--- src/core/osc_guard_pkg.sv ---
// Behaviour
// - Divide internal clock by 12 and 13
// - Instructions last two, four or five cycles
// - Oscillator disable flag at 0D1h bit 2
// - Guard on and flag set: aux replaces main
// - Flag clear or reset restarts main oscillator
// - Restart waits start-up delay on aux clock
// - Aux starts one period after missing edge
// - Aux clock runs everything, only slower
// - Aux clocks power-on delay counter
// - Aux stops once main oscillator runs
// - Guard drops spikes and over-frequency cycles
// - Guard caps internal clock frequency
// - Guard chosen by fixed option
// - Programmable divider on internal clock
// - Option selects crystal or resistor source
// - Other control bits only feed converter
package osc_guard_pkg;
  // Clock rate of the supervising logic
  localparam int CLK_FREQ_HZ = 20_000_000;
  // Highest internal clock allowed while guarded
  localparam int GUARD_MAX_FREQ_HZ = 8_000_000;
  localparam int GUARD_MIN_CYCLES =
    (CLK_FREQ_HZ + GUARD_MAX_FREQ_HZ - 1) / GUARD_MAX_FREQ_HZ;
  // Auxiliary oscillator model frequency
  localparam int AUX_CLOCK_FREQ_HZ = 500_000;
  localparam int AUX_DIV_CYCLES = CLK_FREQ_HZ / AUX_CLOCK_FREQ_HZ;
  // Silence on the oscillator input that counts as a missing edge
  localparam int MISS_TIME_NS = 1000;
  localparam int MISS_CYCLES = MISS_TIME_NS / 50;
  // Least low time before a rising edge is believed
  localparam int SPIKE_MIN_CYCLES = 1;
  // Fixed dividers
  localparam int PERIPH_DIV = 12;
  localparam int CORE_DIV = 13;
  // Instruction lengths in machine cycles
  localparam logic [2:0] INSTR_LEN_2 = 3'h2;
  localparam logic [2:0] INSTR_LEN_4 = 3'h4;
  localparam logic [2:0] INSTR_LEN_5 = 3'h5;
  // Register indices and byte addresses
  localparam logic [7:0] CTRL_INDEX = 8'hD1;
  localparam logic [7:0] DIV_INDEX = 8'hF0;
  localparam logic [7:0] STAT_INDEX = 8'hF1;
  localparam logic [31:0] CTRL_ADDR = {22'h000000, CTRL_INDEX, 2'h0};
  localparam logic [31:0] DIV_ADDR = {22'h000000, DIV_INDEX, 2'h0};
  localparam logic [31:0] STAT_ADDR = {22'h000000, STAT_INDEX, 2'h0};
  // Control register layout and reset
  localparam int OSC_OFF_BIT = 2;
  localparam logic [7:0] CTRL_RESET = 8'h40;
  localparam logic [1:0] DIV_RESET = 2'h0;
  // Status bit positions
  localparam int STAT_AUX_BIT = 0;
  localparam int STAT_MISS_BIT = 1;
  localparam int STAT_POR_BIT = 2;
  localparam int STAT_MAIN_BIT = 3;
  // Clock source states
  typedef enum logic [3:0] {
    ST_MAIN = 4'h1,
    ST_MISSING = 4'h2,
    ST_AUX = 4'h4,
    ST_RESTART = 4'h8
  } src_state_type;
endpackage

--- src/core/edge_guard.sv ---
`timescale 1ns/100ps
// Samples the oscillator pin, filters spikes, flags missing edges
module edge_guard
  import osc_guard_pkg::*;
#(
  parameter int W = 12
) (
  input wire logic hclk,
  input wire logic hresetn,
  input wire logic osc_pin,
  input wire logic guard_on,
  output logic edge_ok,
  output logic edge_missing
);
  if (MISS_CYCLES >= (1 << W) || MISS_CYCLES <= GUARD_MIN_CYCLES)
  begin : g_bad_miss
    $error("edge_guard miss window out of range");
  end
  logic sync1_r; // First stage, read only by sync2_r
  logic sync2_r;
  logic last_r; // Previous synchronised level
  logic [W-1:0] gap_r; // Cycles since last accepted edge
  logic [W-1:0] low_r; // Cycles the input has been low
  logic ok_r;
  logic miss_r;
  logic [W-1:0] gap_nxt;
  logic [W-1:0] low_nxt;
  logic ok_nxt;
  logic miss_nxt;
  logic rise;
  logic accept;

  // A rise is believed only after enough low time and enough gap
  always_comb begin
    rise = sync2_r && !last_r;
    accept = rise && (!guard_on ||
      (low_r >= W'(SPIKE_MIN_CYCLES) &&
       gap_r >= W'(GUARD_MIN_CYCLES - 1)));
    ok_nxt = accept;
    gap_nxt = gap_r;
    if (accept) begin
      gap_nxt = '0;
    end else if (gap_r != W'(MISS_CYCLES)) begin
      gap_nxt = gap_r + W'(1);
    end
    low_nxt = low_r;
    if (sync2_r) begin
      low_nxt = '0;
    end else if (low_r != W'(MISS_CYCLES)) begin
      low_nxt = low_r + W'(1);
    end
    // Saturated gap means the edge did not come
    miss_nxt = (gap_nxt == W'(MISS_CYCLES));
  end

  // Registers only
  always_ff @(posedge hclk or negedge hresetn) begin
    if (!hresetn) begin
      sync1_r <= 1'b0;
      sync2_r <= 1'b0;
      last_r <= 1'b0;
      gap_r <= '0;
      low_r <= '0;
      ok_r <= 1'b0;
      miss_r <= 1'b0;
    end else begin
      sync1_r <= osc_pin;
      sync2_r <= sync1_r;
      last_r <= sync2_r;
      gap_r <= gap_nxt;
      low_r <= low_nxt;
      ok_r <= ok_nxt;
      miss_r <= miss_nxt;
    end
  end

  assign edge_ok = ok_r;
  assign edge_missing = miss_r;
endmodule

--- src/core/oscillator_safeguard_clock_ctrl.sv ---
`timescale 1ns/100ps
// Clock source selection, guard, dividers and register slave
module oscillator_safeguard_clock_ctrl
  import osc_guard_pkg::*;
#(
  parameter bit GUARD_ON = 1'b1, // Fixed safeguard option
  parameter bit RESISTOR_CLOCK = 1'b0, // Fixed source option
  parameter int STARTUP_EDGES = 64, // Main start-up delay in edges
  parameter int POR_TICKS = 2048 // Power-on delay in clock ticks
) (
  input wire logic hclk,
  input wire logic hresetn,
  // AHB-Lite slave
  input wire logic hsel,
  input wire logic [31:0] haddr,
  input wire logic [1:0] htrans,
  input wire logic hwrite,
  input wire logic [2:0] hsize,
  input wire logic [31:0] hwdata,
  input wire logic hready,
  output logic [31:0] hrdata,
  output logic hreadyout,
  output logic hresp,
  // Oscillator side
  input wire logic oscillator_input_pin,
  output logic main_osc_enable,
  output logic low_freq_aux_clock,
  output logic resistor_clock_option,
  // Derived clock strobes
  output logic internal_tick,
  output logic periph_tick,
  output logic machine_tick,
  output logic por_done,
  // Instruction timing
  input wire logic instr_start,
  input wire logic [1:0] instr_len_sel,
  output logic instr_busy,
  output logic instr_done,
  // Converter control bits
  output logic [4:0] converter_ctrl_high_bits,
  output logic [1:0] converter_ctrl_low_bits
);
  if (STARTUP_EDGES < 1 || STARTUP_EDGES > 4095) begin : g_bad_start
    $error("STARTUP_EDGES must lie in 1..4095");
  end
  if (POR_TICKS < 1 || POR_TICKS > 4095) begin : g_bad_por
    $error("POR_TICKS must lie in 1..4095");
  end
  if (AUX_DIV_CYCLES < 2 || AUX_DIV_CYCLES > 255) begin : g_bad_aux
    $error("Auxiliary divider out of range");
  end

  // Programmable divide ratio from the two-bit selector
  function automatic logic [3:0] div_ratio(input logic [1:0] sel);
    logic [3:0] r;
    r = 4'h1;
    unique case (sel)
      2'h0: r = 4'h1;
      2'h1: r = 4'h2;
      2'h2: r = 4'h4;
      2'h3: r = 4'h8;
    endcase
    return r;
  endfunction

  // Instruction length from the selector; code 3 also means five
  function automatic logic [2:0] instr_len(input logic [1:0] sel);
    logic [2:0] n;
    n = INSTR_LEN_5;
    unique case (sel)
      2'h0: n = INSTR_LEN_2;
      2'h1: n = INSTR_LEN_4;
      2'h2: n = INSTR_LEN_5;
      2'h3: n = INSTR_LEN_5;
    endcase
    return n;
  endfunction

  // Bus address phase capture
  logic wr_pend_r; // Write waiting for its data phase
  logic [31:0] wr_addr_r;
  logic rd_valid_r;
  logic [31:0] rdata_r;
  logic wr_pend_nxt;
  logic [31:0] wr_addr_nxt;
  logic [31:0] rdata_nxt;
  logic addr_take;
  // Registers seen by software
  logic [7:0] ctrl_r; // Converter bits plus oscillator disable
  logic [1:0] div_r; // Internal clock divide selector
  logic [7:0] ctrl_nxt;
  logic [1:0] div_nxt;
  logic osc_off;
  // Source selection state
  src_state_type state_r;
  src_state_type state_nxt;
  logic [11:0] start_cnt_r; // Good main edges during restart
  logic [11:0] start_cnt_nxt;
  logic aux_clear;
  logic aux_run;
  logic aux_tick;
  logic src_tick;
  // Guard outputs
  logic edge_ok;
  logic edge_missing;
  // Power-on delay and instruction counters
  logic [11:0] por_cnt_r;
  logic [11:0] por_cnt_nxt;
  logic por_done_r;
  logic por_done_nxt;
  logic [2:0] instr_cnt_r; // Machine cycles still to run
  logic [2:0] instr_cnt_nxt;
  logic instr_done_r;
  logic instr_done_nxt;
  logic [7:0] status_word;

  // Take a transfer only when selected and the bus is ready
  assign addr_take = hsel && hready && htrans[1];

  // Decode reads now so data stand in the data phase
  always_comb begin
    wr_pend_nxt = addr_take && hwrite;
    wr_addr_nxt = wr_addr_r;
    rdata_nxt = 32'h00000000;
    if (addr_take) begin
      wr_addr_nxt = haddr;
    end
    if (addr_take && !hwrite) begin
      // Unmapped offsets read as zero
      unique case (haddr)
        CTRL_ADDR: rdata_nxt = {24'h000000, ctrl_r};
        DIV_ADDR: rdata_nxt = {30'h00000000, div_r};
        STAT_ADDR: rdata_nxt = {24'h000000, status_word};
        default: rdata_nxt = 32'h00000000;
      endcase
    end
  end

  // Bus registers
  always_ff @(posedge hclk or negedge hresetn) begin
    if (!hresetn) begin
      wr_pend_r <= 1'b0;
      wr_addr_r <= 32'h00000000;
      rd_valid_r <= 1'b0;
      rdata_r <= 32'h00000000;
    end else begin
      wr_pend_r <= wr_pend_nxt;
      wr_addr_r <= wr_addr_nxt;
      rd_valid_r <= addr_take && !hwrite;
      rdata_r <= rdata_nxt;
    end
  end

  // Zero wait states, never an error
  assign hreadyout = 1'b1;
  assign hresp = 1'b0;
  assign hrdata = rdata_r;

  // Register writes land in the data phase
  always_comb begin
    ctrl_nxt = ctrl_r;
    div_nxt = div_r;
    if (wr_pend_r && wr_addr_r == CTRL_ADDR) begin
      ctrl_nxt = hwdata[7:0];
    end
    if (wr_pend_r && wr_addr_r == DIV_ADDR) begin
      div_nxt = hwdata[1:0];
    end
  end

  // Reset clears the disable flag, so main runs again
  always_ff @(posedge hclk or negedge hresetn) begin
    if (!hresetn) begin
      ctrl_r <= CTRL_RESET;
      div_r <= DIV_RESET;
    end else begin
      ctrl_r <= ctrl_nxt;
      div_r <= div_nxt;
    end
  end

  // Converter bits pass straight out, never into clocking
  assign converter_ctrl_high_bits = ctrl_r[7:3];
  assign converter_ctrl_low_bits = ctrl_r[1:0];
  // Flag only acts with the guard option built in
  assign osc_off = GUARD_ON && ctrl_r[OSC_OFF_BIT];
  assign main_osc_enable = !osc_off;
  assign resistor_clock_option = RESISTOR_CLOCK;

  // Main pin through sync, spike filter and miss detect
  edge_guard #(
    .W(12)
  ) u_edge_guard (
    .hclk(hclk),
    .hresetn(hresetn),
    .osc_pin(oscillator_input_pin),
    .guard_on(GUARD_ON),
    .edge_ok(edge_ok),
    .edge_missing(edge_missing)
  );

  // Source selection; aux exists only with the guard option
  always_comb begin
    state_nxt = state_r;
    start_cnt_nxt = start_cnt_r;
    aux_clear = 1'b0;
    unique case (state_r)
      ST_MAIN: begin
        // Any cause of silence hands over to aux
        if (GUARD_ON && edge_missing) begin
          state_nxt = ST_MISSING;
          aux_clear = 1'b1;
        end
      end
      ST_MISSING: begin
        // No clock for one full aux period
        if (aux_tick) begin
          state_nxt = ST_AUX;
        end
      end
      ST_AUX: begin
        if (!osc_off) begin
          state_nxt = ST_RESTART;
          start_cnt_nxt = 12'h000;
        end
      end
      ST_RESTART: begin
        // Aux keeps clocking while main proves itself
        if (osc_off) begin
          state_nxt = ST_AUX;
        end else if (edge_missing) begin
          start_cnt_nxt = 12'h000;
        end else if (edge_ok) begin
          if (start_cnt_r == 12'(STARTUP_EDGES - 1)) begin
            // Switch only on a main edge: full new period ahead
            state_nxt = ST_MAIN;
          end else begin
            start_cnt_nxt = start_cnt_r + 12'h001;
          end
        end
      end
      default: begin
        state_nxt = ST_MAIN;
      end
    endcase
  end

  // Power-up starts on aux when guarded, since aux is faster up
  always_ff @(posedge hclk or negedge hresetn) begin
    if (!hresetn) begin
      state_r <= GUARD_ON ? ST_RESTART : ST_MAIN;
      start_cnt_r <= 12'h000;
    end else begin
      state_r <= state_nxt;
      start_cnt_r <= start_cnt_nxt;
    end
  end

  // Aux runs in every state but main
  assign aux_run = (state_r != ST_MAIN);
  assign low_freq_aux_clock = aux_run;

  // Aux oscillator model, restarted so its first period is whole
  tick_divider #(
    .W(8)
  ) u_aux_div (
    .hclk(hclk),
    .hresetn(hresetn),
    .clear(aux_clear || !aux_run),
    .step(1'b1),
    .modulus(8'(AUX_DIV_CYCLES)),
    .tick(aux_tick)
  );

  // One source at a time feeds the internal clock
  always_comb begin
    src_tick = 1'b0;
    unique case (state_r)
      ST_MAIN: src_tick = edge_ok;
      ST_MISSING: src_tick = 1'b0;
      ST_AUX: src_tick = aux_tick;
      ST_RESTART: src_tick = aux_tick;
      default: src_tick = 1'b0;
    endcase
  end

  // Software divider trades speed against power
  tick_divider #(
    .W(4)
  ) u_prog_div (
    .hclk(hclk),
    .hresetn(hresetn),
    .clear(1'b0),
    .step(src_tick),
    .modulus(div_ratio(div_r)),
    .tick(internal_tick)
  );

  // Timer, converter and watchdog strobe
  tick_divider #(
    .W(4)
  ) u_periph_div (
    .hclk(hclk),
    .hresetn(hresetn),
    .clear(1'b0),
    .step(internal_tick),
    .modulus(4'(PERIPH_DIV)),
    .tick(periph_tick)
  );

  // Core machine cycle strobe
  tick_divider #(
    .W(4)
  ) u_core_div (
    .hclk(hclk),
    .hresetn(hresetn),
    .clear(1'b0),
    .step(internal_tick),
    .modulus(4'(CORE_DIV)),
    .tick(machine_tick)
  );

  // Power-on delay counts whatever clock is live, aux first
  always_comb begin
    por_cnt_nxt = por_cnt_r;
    por_done_nxt = por_done_r;
    if (!por_done_r && internal_tick) begin
      if (por_cnt_r == 12'(POR_TICKS - 1)) begin
        por_done_nxt = 1'b1;
      end else begin
        por_cnt_nxt = por_cnt_r + 12'h001;
      end
    end
  end

  // Power-on delay registers
  always_ff @(posedge hclk or negedge hresetn) begin
    if (!hresetn) begin
      por_cnt_r <= 12'h000;
      por_done_r <= 1'b0;
    end else begin
      por_cnt_r <= por_cnt_nxt;
      por_done_r <= por_done_nxt;
    end
  end

  assign por_done = por_done_r;

  // Instruction length in machine cycles; start ignored while busy
  always_comb begin
    instr_cnt_nxt = instr_cnt_r;
    instr_done_nxt = 1'b0;
    if (instr_cnt_r == 3'h0) begin
      if (instr_start) begin
        instr_cnt_nxt = instr_len(instr_len_sel);
      end
    end else if (machine_tick) begin
      instr_cnt_nxt = instr_cnt_r - 3'h1;
      instr_done_nxt = (instr_cnt_r == 3'h1);
    end
  end

  // Instruction timing registers
  always_ff @(posedge hclk or negedge hresetn) begin
    if (!hresetn) begin
      instr_cnt_r <= 3'h0;
      instr_done_r <= 1'b0;
    end else begin
      instr_cnt_r <= instr_cnt_nxt;
      instr_done_r <= instr_done_nxt;
    end
  end

  assign instr_busy = (instr_cnt_r != 3'h0);
  assign instr_done = instr_done_r;

  // Status word shows live clocking state
  always_comb begin
    status_word = 8'h00;
    status_word[STAT_AUX_BIT] = aux_run;
    status_word[STAT_MISS_BIT] = edge_missing;
    status_word[STAT_POR_BIT] = por_done_r;
    status_word[STAT_MAIN_BIT] = (state_r == ST_MAIN);
  end
endmodule

--- src/core/tick_divider.sv ---
`timescale 1ns/100ps
// Modulo counter on a step strobe, one-cycle tick at wrap
module tick_divider
  import osc_guard_pkg::*;
#(
  parameter int W = 8
) (
  input wire logic hclk,
  input wire logic hresetn,
  input wire logic clear,
  input wire logic step,
  input wire logic [W-1:0] modulus,
  output logic tick
);
  if (W < 2) begin : g_bad_width
    $error("tick_divider needs at least two bits");
  end
  logic [W-1:0] count_r; // Steps seen in this period
  logic [W-1:0] count_nxt;
  logic tick_r; // Registered so consumers see a clean pulse
  logic tick_nxt;

  // Next count; clear restarts a full period
  always_comb begin
    count_nxt = count_r;
    tick_nxt = 1'b0;
    if (clear) begin
      count_nxt = '0;
    end else if (step) begin
      if (count_r >= modulus - W'(1)) begin
        count_nxt = '0;
        tick_nxt = 1'b1;
      end else begin
        count_nxt = count_r + W'(1);
      end
    end
  end

  // Registers only
  always_ff @(posedge hclk or negedge hresetn) begin
    if (!hresetn) begin
      count_r <= '0;
      tick_r <= 1'b0;
    end else begin
      count_r <= count_nxt;
      tick_r <= tick_nxt;
    end
  end

  assign tick = tick_r;
endmodule

--- config.mk ---
export PLATFORM = sky130hd
export DESIGN_NAME = oscillator_safeguard_clock_ctrl
export DESIGN_NICKNAME = d
export VERILOG_FILES = /design/src/core/osc_guard_pkg.sv /design/src/core/edge_guard.sv /design/src/core/oscillator_safeguard_clock_ctrl.sv /design/src/core/tick_divider.sv
export SDC_FILE = /design/constraint.sdc
export NUM_CORES = 1
export LEC_CHECK = 0
export ABC_AREA = 1
export BUFFER_PORTS_ARGS = -buffer_cell sky130_fd_sc_hd__buf_2
export CORE_ASPECT_RATIO = 2
export CORE_MARGIN = 8
export CORE_UTILIZATION = 49
export DETAILED_ROUTE_END_ITERATION = 8
export MAX_ROUTING_LAYER = met4
export PLACE_DENSITY = 0.7
export SLEW_MARGIN = 10
export SYNTH_ARGS = -nofsm -noshare
export SYNTH_HDL_FRONTEND = slang
export SYNTH_HIERARCHICAL = 1
export SYNTH_SLANG_ARGS = --single-unit
--- constraint.sdc ---
create_clock -name hclk -period 2.4 [get_ports hclk]
set_input_delay 0.12 -clock hclk [delete_from_list [all_inputs] [get_ports hclk]]
set_output_delay 0.12 -clock hclk [all_outputs]
set_load 0.01 [all_outputs]
==> results of run 1 <==
## what timing repair did
item                                   CTS  global route
setup endpoints to repair                0             0
hold buffers                            41             0
endpoints found under the hold margin  105             0
## layer usage
layer,up-vias,GRT usage,share of wire
met2,135,0.287,0.51
met4,0,0.0678,0.018
met5,-,-,0
met1,3120,0.197,0.43
li1,3487,-,-
met3,26,0.0355,0.047
## worst paths after layout
kind / start / endpoint / slack (ps)
max in group asynchronous: hresetn / state_r[3]$_DFFE_PN1P_ / 1460
setup reg to reg: div_r[1]$_DFFE_PN0P_ / u_prog_div/count_r[0]$_DFFE_PN0P_ / 520
setup / recovery: div_r[1]$_DFFE_PN0P_ / u_prog_div/count_r[0]$_DFFE_PN0P_ / 520
hold / removal: haddr[7] / wr_addr_r[7]$_DFFE_PN0P_ / 30
min in group asynchronous: hresetn / instr_cnt_r[2]$_DFFE_PN0P_ / 260
hold reg to reg: u_edge_guard/sync1_r$_DFF_PN0_ / u_edge_guard/sync2_r$_DFF_PN0_ / 350
## layout make-up
type | instances | area share
multi-input cells | 755 | 0.424
clock buffers | 22 | 0.0481
inverters | 150 | 0.0574
well taps | 207 | 0.0263
flip-flops and latches | 137 | 0.348
repair buffers | 121 | 0.0862
clock inverters | 10 | 0.00952
## worst max-delay path: cells and delay by family (launching register included)
family                     cells  cell delay [ps]
AOI/OAI and AO/OA              1              160
xor gates and xnor gates       1              160
adders and majority gates      2              470
buffers and inverters          2              130
DFF                            1              430
and+or+nand+nor                4              440
## cell families (layout without fill, tap and decap cells)
logic type      count (synthesis)  after routing  share of synthesized area
fa+ha+maj                      40             40                     0.0607
xor+xnor                       32             32                     0.0349
buf+inv                       194            303                      0.108
compound gates                109            109                     0.0789
flops                         137            137                      0.416
simple gates                  484            484                      0.272
other cells                     2             69                   0.000911
mux                            21             21                     0.0287
## through the flow
step           std cells  power (mW)  hold slack (ps)
6_report            1402        6.18             26.1
4_1_cts             1402        6.23             13.1
2_1_floorplan       1086        3.43             -176
3_5_place_dp        1329        3.67              164
5_1_grt             1402        6.54             52.3
3_3_place_gp        1329        3.63              170
## flip-flops by register name, indices dropped and copies added (netlist names), 8 cells and up
signal / cells
ctrl_r: 8
hrdata: 8
por_cnt_r: 12
start_cnt_r: 12
u_aux_div/count_r: 8
u_edge_guard/gap_r: 12
u_edge_guard/low_r: 12
wr_addr_r: 32
## where the power goes
part           switching [mW]  internal, mW
registers               0.153          2.49
logic                   0.604         0.441
clock network           0.983          1.51
total                    1.74          4.44
## layout by cell type (no fill, tap or decap), drive strengths merged
cell	instances
dfrtp	135
o211ai	3
xnor2	10
nand3b	1
ha	40
or3	1
inv	150
a31oi	1
a21o	1
o21bai	2
nand3	74
bufinv	1
o22ai	10
mux2	21
nor2	126
a21oi	38
conb	69
dfstp	2
a21boi	1
nor3	24
clkinv	6
o21ai	52
a22oi	1
dlygate4sd3	41
clkbuf	22
xor2	22
clkinvlp	3
nand4	16
or2	9
buf	80
nor4	2
nor4b	1
nand2	230
==> results.md, run 1 <==
- Outcome: completed
- Reg area: 0.00343 mm2
- Post-route DRC violation count: 0
- Final Cell Area: 0.00985 mm2
- Endpoints failing hold: 0
- GRT Resource Usage Total: 0.172
- Worst EP arrival: 2200 ps
- Post_cts resized: 0
- Initial antenna violation count: 0
- Count leader, synth: nand2_1
- Yosys reg bits: 137
- Netlist cell types: 50
- Crit. End Element: register
- Max-slew violation count: 0
- Top Ports: 128
- Slew of the pin with the lowest slew margin: 620 ps
- DP HPWL: 12,400 um
- Setup ws final: 520 ps
- Die width: 108 um
- Crit share post-route: 0.783
- CP required: 2720 ps
- Die footprint: 0.0215 mm2
- Most frequent cells after synthesis: nand2_1 (214), inv_1 (142), dfrtp_1 (135)
- Post-Syn Area: 0.00825 mm2
- Longest Clk Path Bufs: 2
- Rel. slew slack: 0.587
- Sink Count: 137
- Worst setup SP type: register
- TritonCTS clock tree: built
- Hold Path Stages: 3
- Post-route setup TNS: 0 ps
- Max-cap violations: 0
- CTS H-tree depth: 4
- PD cells: 627 mW/mm2
- Min cycle time layout: 1880 ps
- Crit Path Max Fanout: 6
- Diode count: 0
- Clock transition at path regs: 60 ps
- HP Class: in -> reg
- Worst path slowest cell: dfrtp_1
- Yosys warnings: 6
- Worst-path cell chain: nor2_1, inv_1, ha_1, xnor2_1, ha_1, nand2_1, inv_1, nand2_1, nand3_1, o22ai_1
- Critical path class: reg -> reg
- Fin util: 0.594
- Pre-antenna DRT Iters: 7
- RePlAce Congestion: 0.859
- Global-route wire length before repair: 29,700 um
- Fin Clk Skew: 10.9 ps
- Synth top area cells: dfrtp_1 (41%), nand2_1 (9.7%), inv_1 (6.5%)
- DR vias: 6,768
- Maximum clock rate: 532 MHz
- Fill count: 1,470
- Die height: 199 um
- Row Count: 67
- Final wirelength: 16,800 um
- Fin nets: 1,300
- Yosys top cell by area: dfrtp_1
- Wirelength per Cell: 12.0 um
- Async S/R FF share, synth: 1.00
- CP max stage delay: 430 ps
- Worst-Skew Late Latency: 420 ps
- Top cell type's share of synthesized area: 0.410
- Vias in the first global route: 6,683
- Total grt overflow: 0
- Num CTS Buffers: 17
- Port buffer count: 72
- Lkg Pwr: 4.89 nW
- Final setup fails: 0
- Drt via density: 4.83
- DP Worst Slack: 536 ps
- Routed Antenna Nets: 0
- Post-Synthesis Cells: 1,019
- Peak VDD IR: 0.438 mV
- Mean Syn Cell Area: 8.09 um2
- Initial detailed-routing violation count: 298
- Multi-input logic area: 0.00418 mm2
- Register area share after synthesis: 0.416
- Core footprint: 0.0166 mm2
- Reg2Reg Depth: 10
- Layout area overhead: 19.5%
- Post-DP Area: 0.00887 mm2
- Setup Buffers After CTS: 0
- Root buffer cell: clkbuf_16
- Largest net degree at the start of global routing: 69
- RSZ-0062 raised after global routing: false
- Prevailing post-synth register cell: dfrtp_1
- Share of layout cells above drive strength 1: 0.178
- Initial Util: 0.497
- Number of flops mapped to enable cells by yosys: 0
(Power assumes the default switching activity.)
==> run 2, diff against run 1 <==
- PLACE_DENSITY: 0.7 -> 0.73
- clock period: 2.4 -> 1.7 ns (I/O delays scaled with it)
==> results.md, run 2 (synthesis gave the netlist of run 1 again) <==
- Worst path buffer plus inverter count: 2
- Sink Count: 137
- Switching Fraction: 0.285
- Endpoints failing hold: 0
- Hold EP: instr_cnt_r[1]$_DFFE_PN0P_
- Share of layout cells above drive strength 1: 0.245
- DP Worst Slack: -100 ps
- PD cells: 887 mW/mm2
- Initial detailed-routing violation count: 225
- Dpl cells: 1,349
- Fin nets: 1,339
- Critical path class: reg -> reg
- Post-route setup TNS: -503 ps
- Num CTS Buffers: 17
- Port buffer count: 72
- Crit share post-route: 1.07
- Reg-to-Reg Start: div_r[1]$_DFFE_PN0P_
- CP max stage delay: 420 ps
- Worst path slowest cell: dfrtp_2
- Cell-internal power: 6.63 mW
- CTS H-tree depth: 4
- Maximum clock rate: 552 MHz
- Diode count: 0
- Final non-filler cell total: 1,441
- Lkg Pwr: 5.17 nW
- Failing checks: setup timing
- Fill count: 1,339
- Core footprint: 0.0166 mm2
- Crit. End Element: register
- Final setup fails: 5
- Global-route wire length before repair: 32,300 um
- Root buffer cell: clkbuf_16
- DP HPWL: 13,000 um
- Post-route DRC violation count: 0
- Net Sw Power: 2.64 mW
- Die width: 108 um
- Commonest non-fill, non-tap cells in the layout: nand2_1 (205), inv_1 (131), dfrtp_1 (131)
- Row Count: 67
- Worst-Skew Late Latency: 420 ps
- Die footprint: 0.0215 mm2
- Worst-path cell chain: nor2_2, buf_4, nor3_4, xnor2_1, ha_1, nand2_1, inv_2, nand2_4, nand3_4, o22ai_2
- Peak VDD IR: 0.849 mV
- Pre-antenna DRT Iters: 5
- Total grt overflow: 0
- R2r endpoint: u_prog_div/count_r[3]$_DFFE_PN0P_
- Flop-to-flop setup slack: -110 ps
- Smallest hold slack: 56.3 ps
- Worst setup SP type: register
- Commonest non-fill, non-tap cell in the layout: nand2_1
- Power share of the sequential group: 0.403
- Max-slew violation count: 0
- Reg2Reg Depth: 10
- DR vias: 7,076
- Clock share of power: 0.411
- CP delay by family, top: simple AND/OR/NAND/NOR gates
- RePlAce Congestion: 0.874
- Fin util: 0.629
- Clock transition at path regs: 60 ps
- GRT Resource Usage Total: 0.188
- Hold Path Origin: instr_start
- Largest net degree at the start of global routing: 44
- HP Class: in -> reg
- Biggest register: wr_addr_r
- Outcome: finished with violations
- Die height: 199 um
- Initial antenna violation count: 0
- Fin Clk Skew: 6.52 ps
- Initial Util: 0.497
- Min cycle time layout: 1810 ps
- Routed Antenna Nets: 0
- Wirelength per Cell: 13.1 um
- Longest Clk Path Bufs: 2
- Largest register FFs: 32
- Drt via density: 4.91
- Vias in the first global route: 7,224
- Setup ws final: -112 ps
- Combinational share of power: 0.185
- Layout area overhead: 26.7%
- Worst EP arrival: 2100 ps
- RSZ-0062 raised after global routing: true
- Top Ports: 128
- Crit Path Max Fanout: 4
- Final wirelength: 18,800 um
- TritonCTS clock tree: built
- Max-cap violations: 0
- Hold Path Stages: 4
- CP required: 1990 ps
==> run 2: metal layers <==
layer	vias up	part of all wire	global-route usage
met5	-	0	-
met4	0	0.022	0.0694
met3	28	0.044	0.0323
met2	179	0.51	0.318
met1	3303	0.42	0.216
li1	3566	-	-
==> run 2: worst max-delay path by stage <==
stage,start,end,slack (ps),cells after the start
floorplan,div_r[1]$_DFFE_PN0P_,u_prog_div/tick$_DFF_PN0_,20,11
global placement,div_r[0]$_DFFE_PN0P_,u_prog_div/tick$_DFF_PN0_,-60,12
detailed placement,div_r[0]$_DFFE_PN0P_,u_prog_div/tick$_DFF_PN0_,-100,9
CTS,div_r[0]$_DFFE_PN0P_,u_prog_div/count_r[2]$_DFFE_PN0P_,-40,11
global route,div_r[0]$_DFFE_PN0P_,u_prog_div/tick$_DFF_PN0_,-180,12
finish,div_r[1]$_DFFE_PN0P_,u_prog_div/count_r[3]$_DFFE_PN0P_,-110,10
==> run 2: power by group through the flow <==
| stage | Combinational, mW | Sequential [mW] | Clock, mW |
|---|---|---|---|
| 6_report | 1.72 | 3.74 | 3.81 |
| 3_5_place_dp | 1.46 | 3.78 | 0 |
| 3_3_place_gp | 1.40 | 3.76 | 0 |
| 4_1_cts | 1.55 | 3.72 | 3.88 |
| 5_1_grt | 1.97 | 3.77 | 4.04 |
| 2_1_floorplan | 1.13 | 3.71 | 0 |
==> run 2: cell type report <==
| class | count | area [um2] | share of cell area |
|---|---|---|---|
| well taps | 207 | 259 | 0.0248 |
| flip-flops and latches | 137 | 3440 | 0.329 |
| clock buffers | 19 | 443 | 0.0424 |
| multi-input cells | 755 | 4390 | 0.420 |
| inverters | 150 | 568 | 0.0544 |
| clock inverters | 13 | 169 | 0.0162 |
| repair buffers | 160 | 1180 | 0.113 |
==> run 2: worst register-to-register path, stage by stage, from the launching register on <==
cell and delay (ps):
dfrtp_2 420, nor2_2 60, buf_4 140, nor3_4 180, xnor2_1 110, ha_1 350, nand2_1 90, inv_2 100
nand2_4 70, nand3_4 110, o22ai_2 80
==> run 2: what timing repair did <==
action / 4_1_cts / 5_1_grt
setup endpoints to repair: 9 / 66
endpoints found under the hold margin: 152 / 0
cloned: 0 / 0
gates resized for setup: 19 / 52
buffers inserted: 12 / 6
pin swaps: 11 / 26
hold buffers: 43 / 0
==> run 2: per-stage QoR <==
step / area (um2) / power (mW)
after floorplan: 8500 / 4.84
after global placement: 9040 / 5.17
after detailed placement: 9040 / 5.24
after CTS: 10200 / 9.15
after global routing: 10400 / 9.79
final: 10400 / 9.27
==> run 3, diff against run 2 <==
- SETUP_SLACK_MARGIN: default -> 0.3
==> results.md, run 3 (synthesis gave the netlist of run 1 again) <==
- Outcome: finished with violations
- Failing checks: setup timing
- Die width: 108 um
- RePlAce Congestion: 0.853
- Routed Antenna Nets: 0
- Layout area overhead: 41.4%
- Switching Fraction: 0.303
- Num CTS Buffers: 17
- Crit share post-route: 1.11
- Power share of the sequential group: 0.382
- Clock transition at path regs: 60 ps
- TritonCTS clock tree: built
- Crit Path Max Fanout: 4
- Peak VDD IR: 0.823 mV
- DP HPWL: 12,800 um
- Endpoints failing hold: 0
- Hold Path Stages: 4
- Worst-path cell chain: inv_2, nor2_4, nor3_2, xnor2_1, ha_1, nand2_1, inv_2, nand2_4, nand3_4, o22ai_2
- Wirelength per Cell: 15.3 um
- Core footprint: 0.0166 mm2
- Reg2Reg Depth: 10
- Crit. End Element: register
- Longest Clk Path Bufs: 2
- CP most frequent cell: inv_2
- Fin nets: 1,385
- Net Sw Power: 3.00 mW
- Die footprint: 0.0215 mm2
- Global-route wire length before repair: 33,800 um
- PD cells: 848 mW/mm2
- Largest register FFs: 32
- Total chip power: 9.88 mW
- Initial detailed-routing violation count: 461
- Clock share of power: 0.369
- Max-slew violation count: 0
- Fin Clk Skew: 8.21 ps
- Commonest non-fill, non-tap cells in the layout: nand2_1 (172), dfrtp_1 (124), inv_1 (121)
- Worst setup SP type: register
- Die height: 199 um
- Biggest register: wr_addr_r
- Port buffer count: 72
- Initial antenna violation count: 0
- Root buffer cell: clkbuf_16
- Share of layout cells above drive strength 1: 0.363
- Drt via density: 5.15
- CTS H-tree depth: 4
- DP Worst Slack: -66.0 ps
- Vias in the first global route: 7,456
- Pre-antenna DRT Iters: 6
- Combinational share of power: 0.249
- Fill count: 1,133
- Sink Count: 137
- Max-cap violations: 0
- Setup ws final: -189 ps
- Smallest hold slack: 37.7 ps
- Final setup fails: 7
- Largest net degree at the start of global routing: 46
- Min cycle time layout: 1890 ps
- Worst EP arrival: 2190 ps
- CP max stage delay: 450 ps
- Lkg Pwr: 5.66 nW
- Maximum clock rate: 529 MHz
- DR vias: 7,658
- Worst path slowest cell: dfrtp_2
- CP required: 2000 ps
- Diode count: 0
- Commonest non-fill, non-tap cell in the layout: nand2_1
- GRT Resource Usage Total: 0.197
- Cell-internal power: 6.89 mW
- RSZ-0062 raised after global routing: true
- Critical path class: reg -> reg
- Final wirelength: 22,700 um
- Top Ports: 128
- Post-route DRC violation count: 0
- HP Class: in -> reg
- Total grt overflow: 0
- Row Count: 67
- Initial Util: 0.497
- Worst-Skew Late Latency: 420 ps
## run 3: area by class of cell
| type | instances | area (um2) | area share |
|---|---|---|---|
| inverters | 150 | 603 | 0.0517 |
| clock inverters | 13 | 128 | 0.0109 |
| multi-input cells | 756 | 5090 | 0.436 |
| clock buffers | 19 | 453 | 0.0388 |
| repair buffers | 203 | 1670 | 0.143 |
| flip-flops and latches | 137 | 3440 | 0.295 |
| well taps | 207 | 259 | 0.0222 |
| repair inverters | 2 | 20.0 | 0.00172 |
## run 3: path summary, 6_finish.rpt
| check | from | to | slack (ps) |
|---|---|---|---|
| max in group asynchronous | hresetn | ctrl_r[6]$_DFFE_PN1P_ | 930 |
| min in group asynchronous | hresetn | wr_addr_r[4]$_DFFE_PN0P_ | 150 |
| max | div_r[1]$_DFFE_PN0P_ | u_prog_div/count_r[1]$_DFFE_PN0P_ | -190 |
| min | instr_start | instr_cnt_r[0]$_DFFE_PN0P_ | 40 |
| max reg2reg | div_r[1]$_DFFE_PN0P_ | u_prog_div/count_r[1]$_DFFE_PN0P_ | -190 |
| min reg2reg | u_edge_guard/sync1_r$_DFF_PN0_ | u_edge_guard/sync2_r$_DFF_PN0_ | 350 |
## run 3: critical path: cells and delay by family (launching register included)
kind	cells	cell delay (ps)
xor gates and xnor gates	1	140
AOI/OAI and AO/OA	1	70
DFF	1	450
adders and majority gates	1	360
buffers and inverters	2	200
and+or+nand+nor	5	530
## run 3: power by group through the flow
stage                     sequential [mW]  combinational [mW]  clock [mW]
after floorplan                      3.73                1.21           0
after global routing                 3.81                2.69        3.83
after global placement               3.79                1.46           0
after CTS                            3.74                1.99        3.67
final                                3.78                2.46        3.64
after detailed placement             3.80                1.52           0
## run 3: timing repair
action | 4_1_cts | 5_1_grt
pin swaps | 46 | 73
setup endpoints to repair | 74 | 90
hold endpoints to repair | 174 | 0
hold buffers | 43 | 0
setup buffers | 38 | 32
gates resized for setup | 116 | 149
cloned | 4 | 1
## run 3: metrics by stage
step                setup TNS [ps]   util  cells  cell area, um2
detailed placement            -198  0.545   1337            9040
global placement             -17.8  0.545   1337            9040
floorplan                        0      -   1086            8570
CTS                           -144  0.653   1454           10800
finish                       -1020  0.703   1487           11700
global route                 -1650  0.703   1487           11700
## run 3: per-layer routing
metal,track usage,wire [um],part of all wire
met1,0.210,8470,0.37
met2,0.351,12500,0.55
met3,0.0430,1140,0.050
met4,0.0657,564,0.025
met5,-,0,0
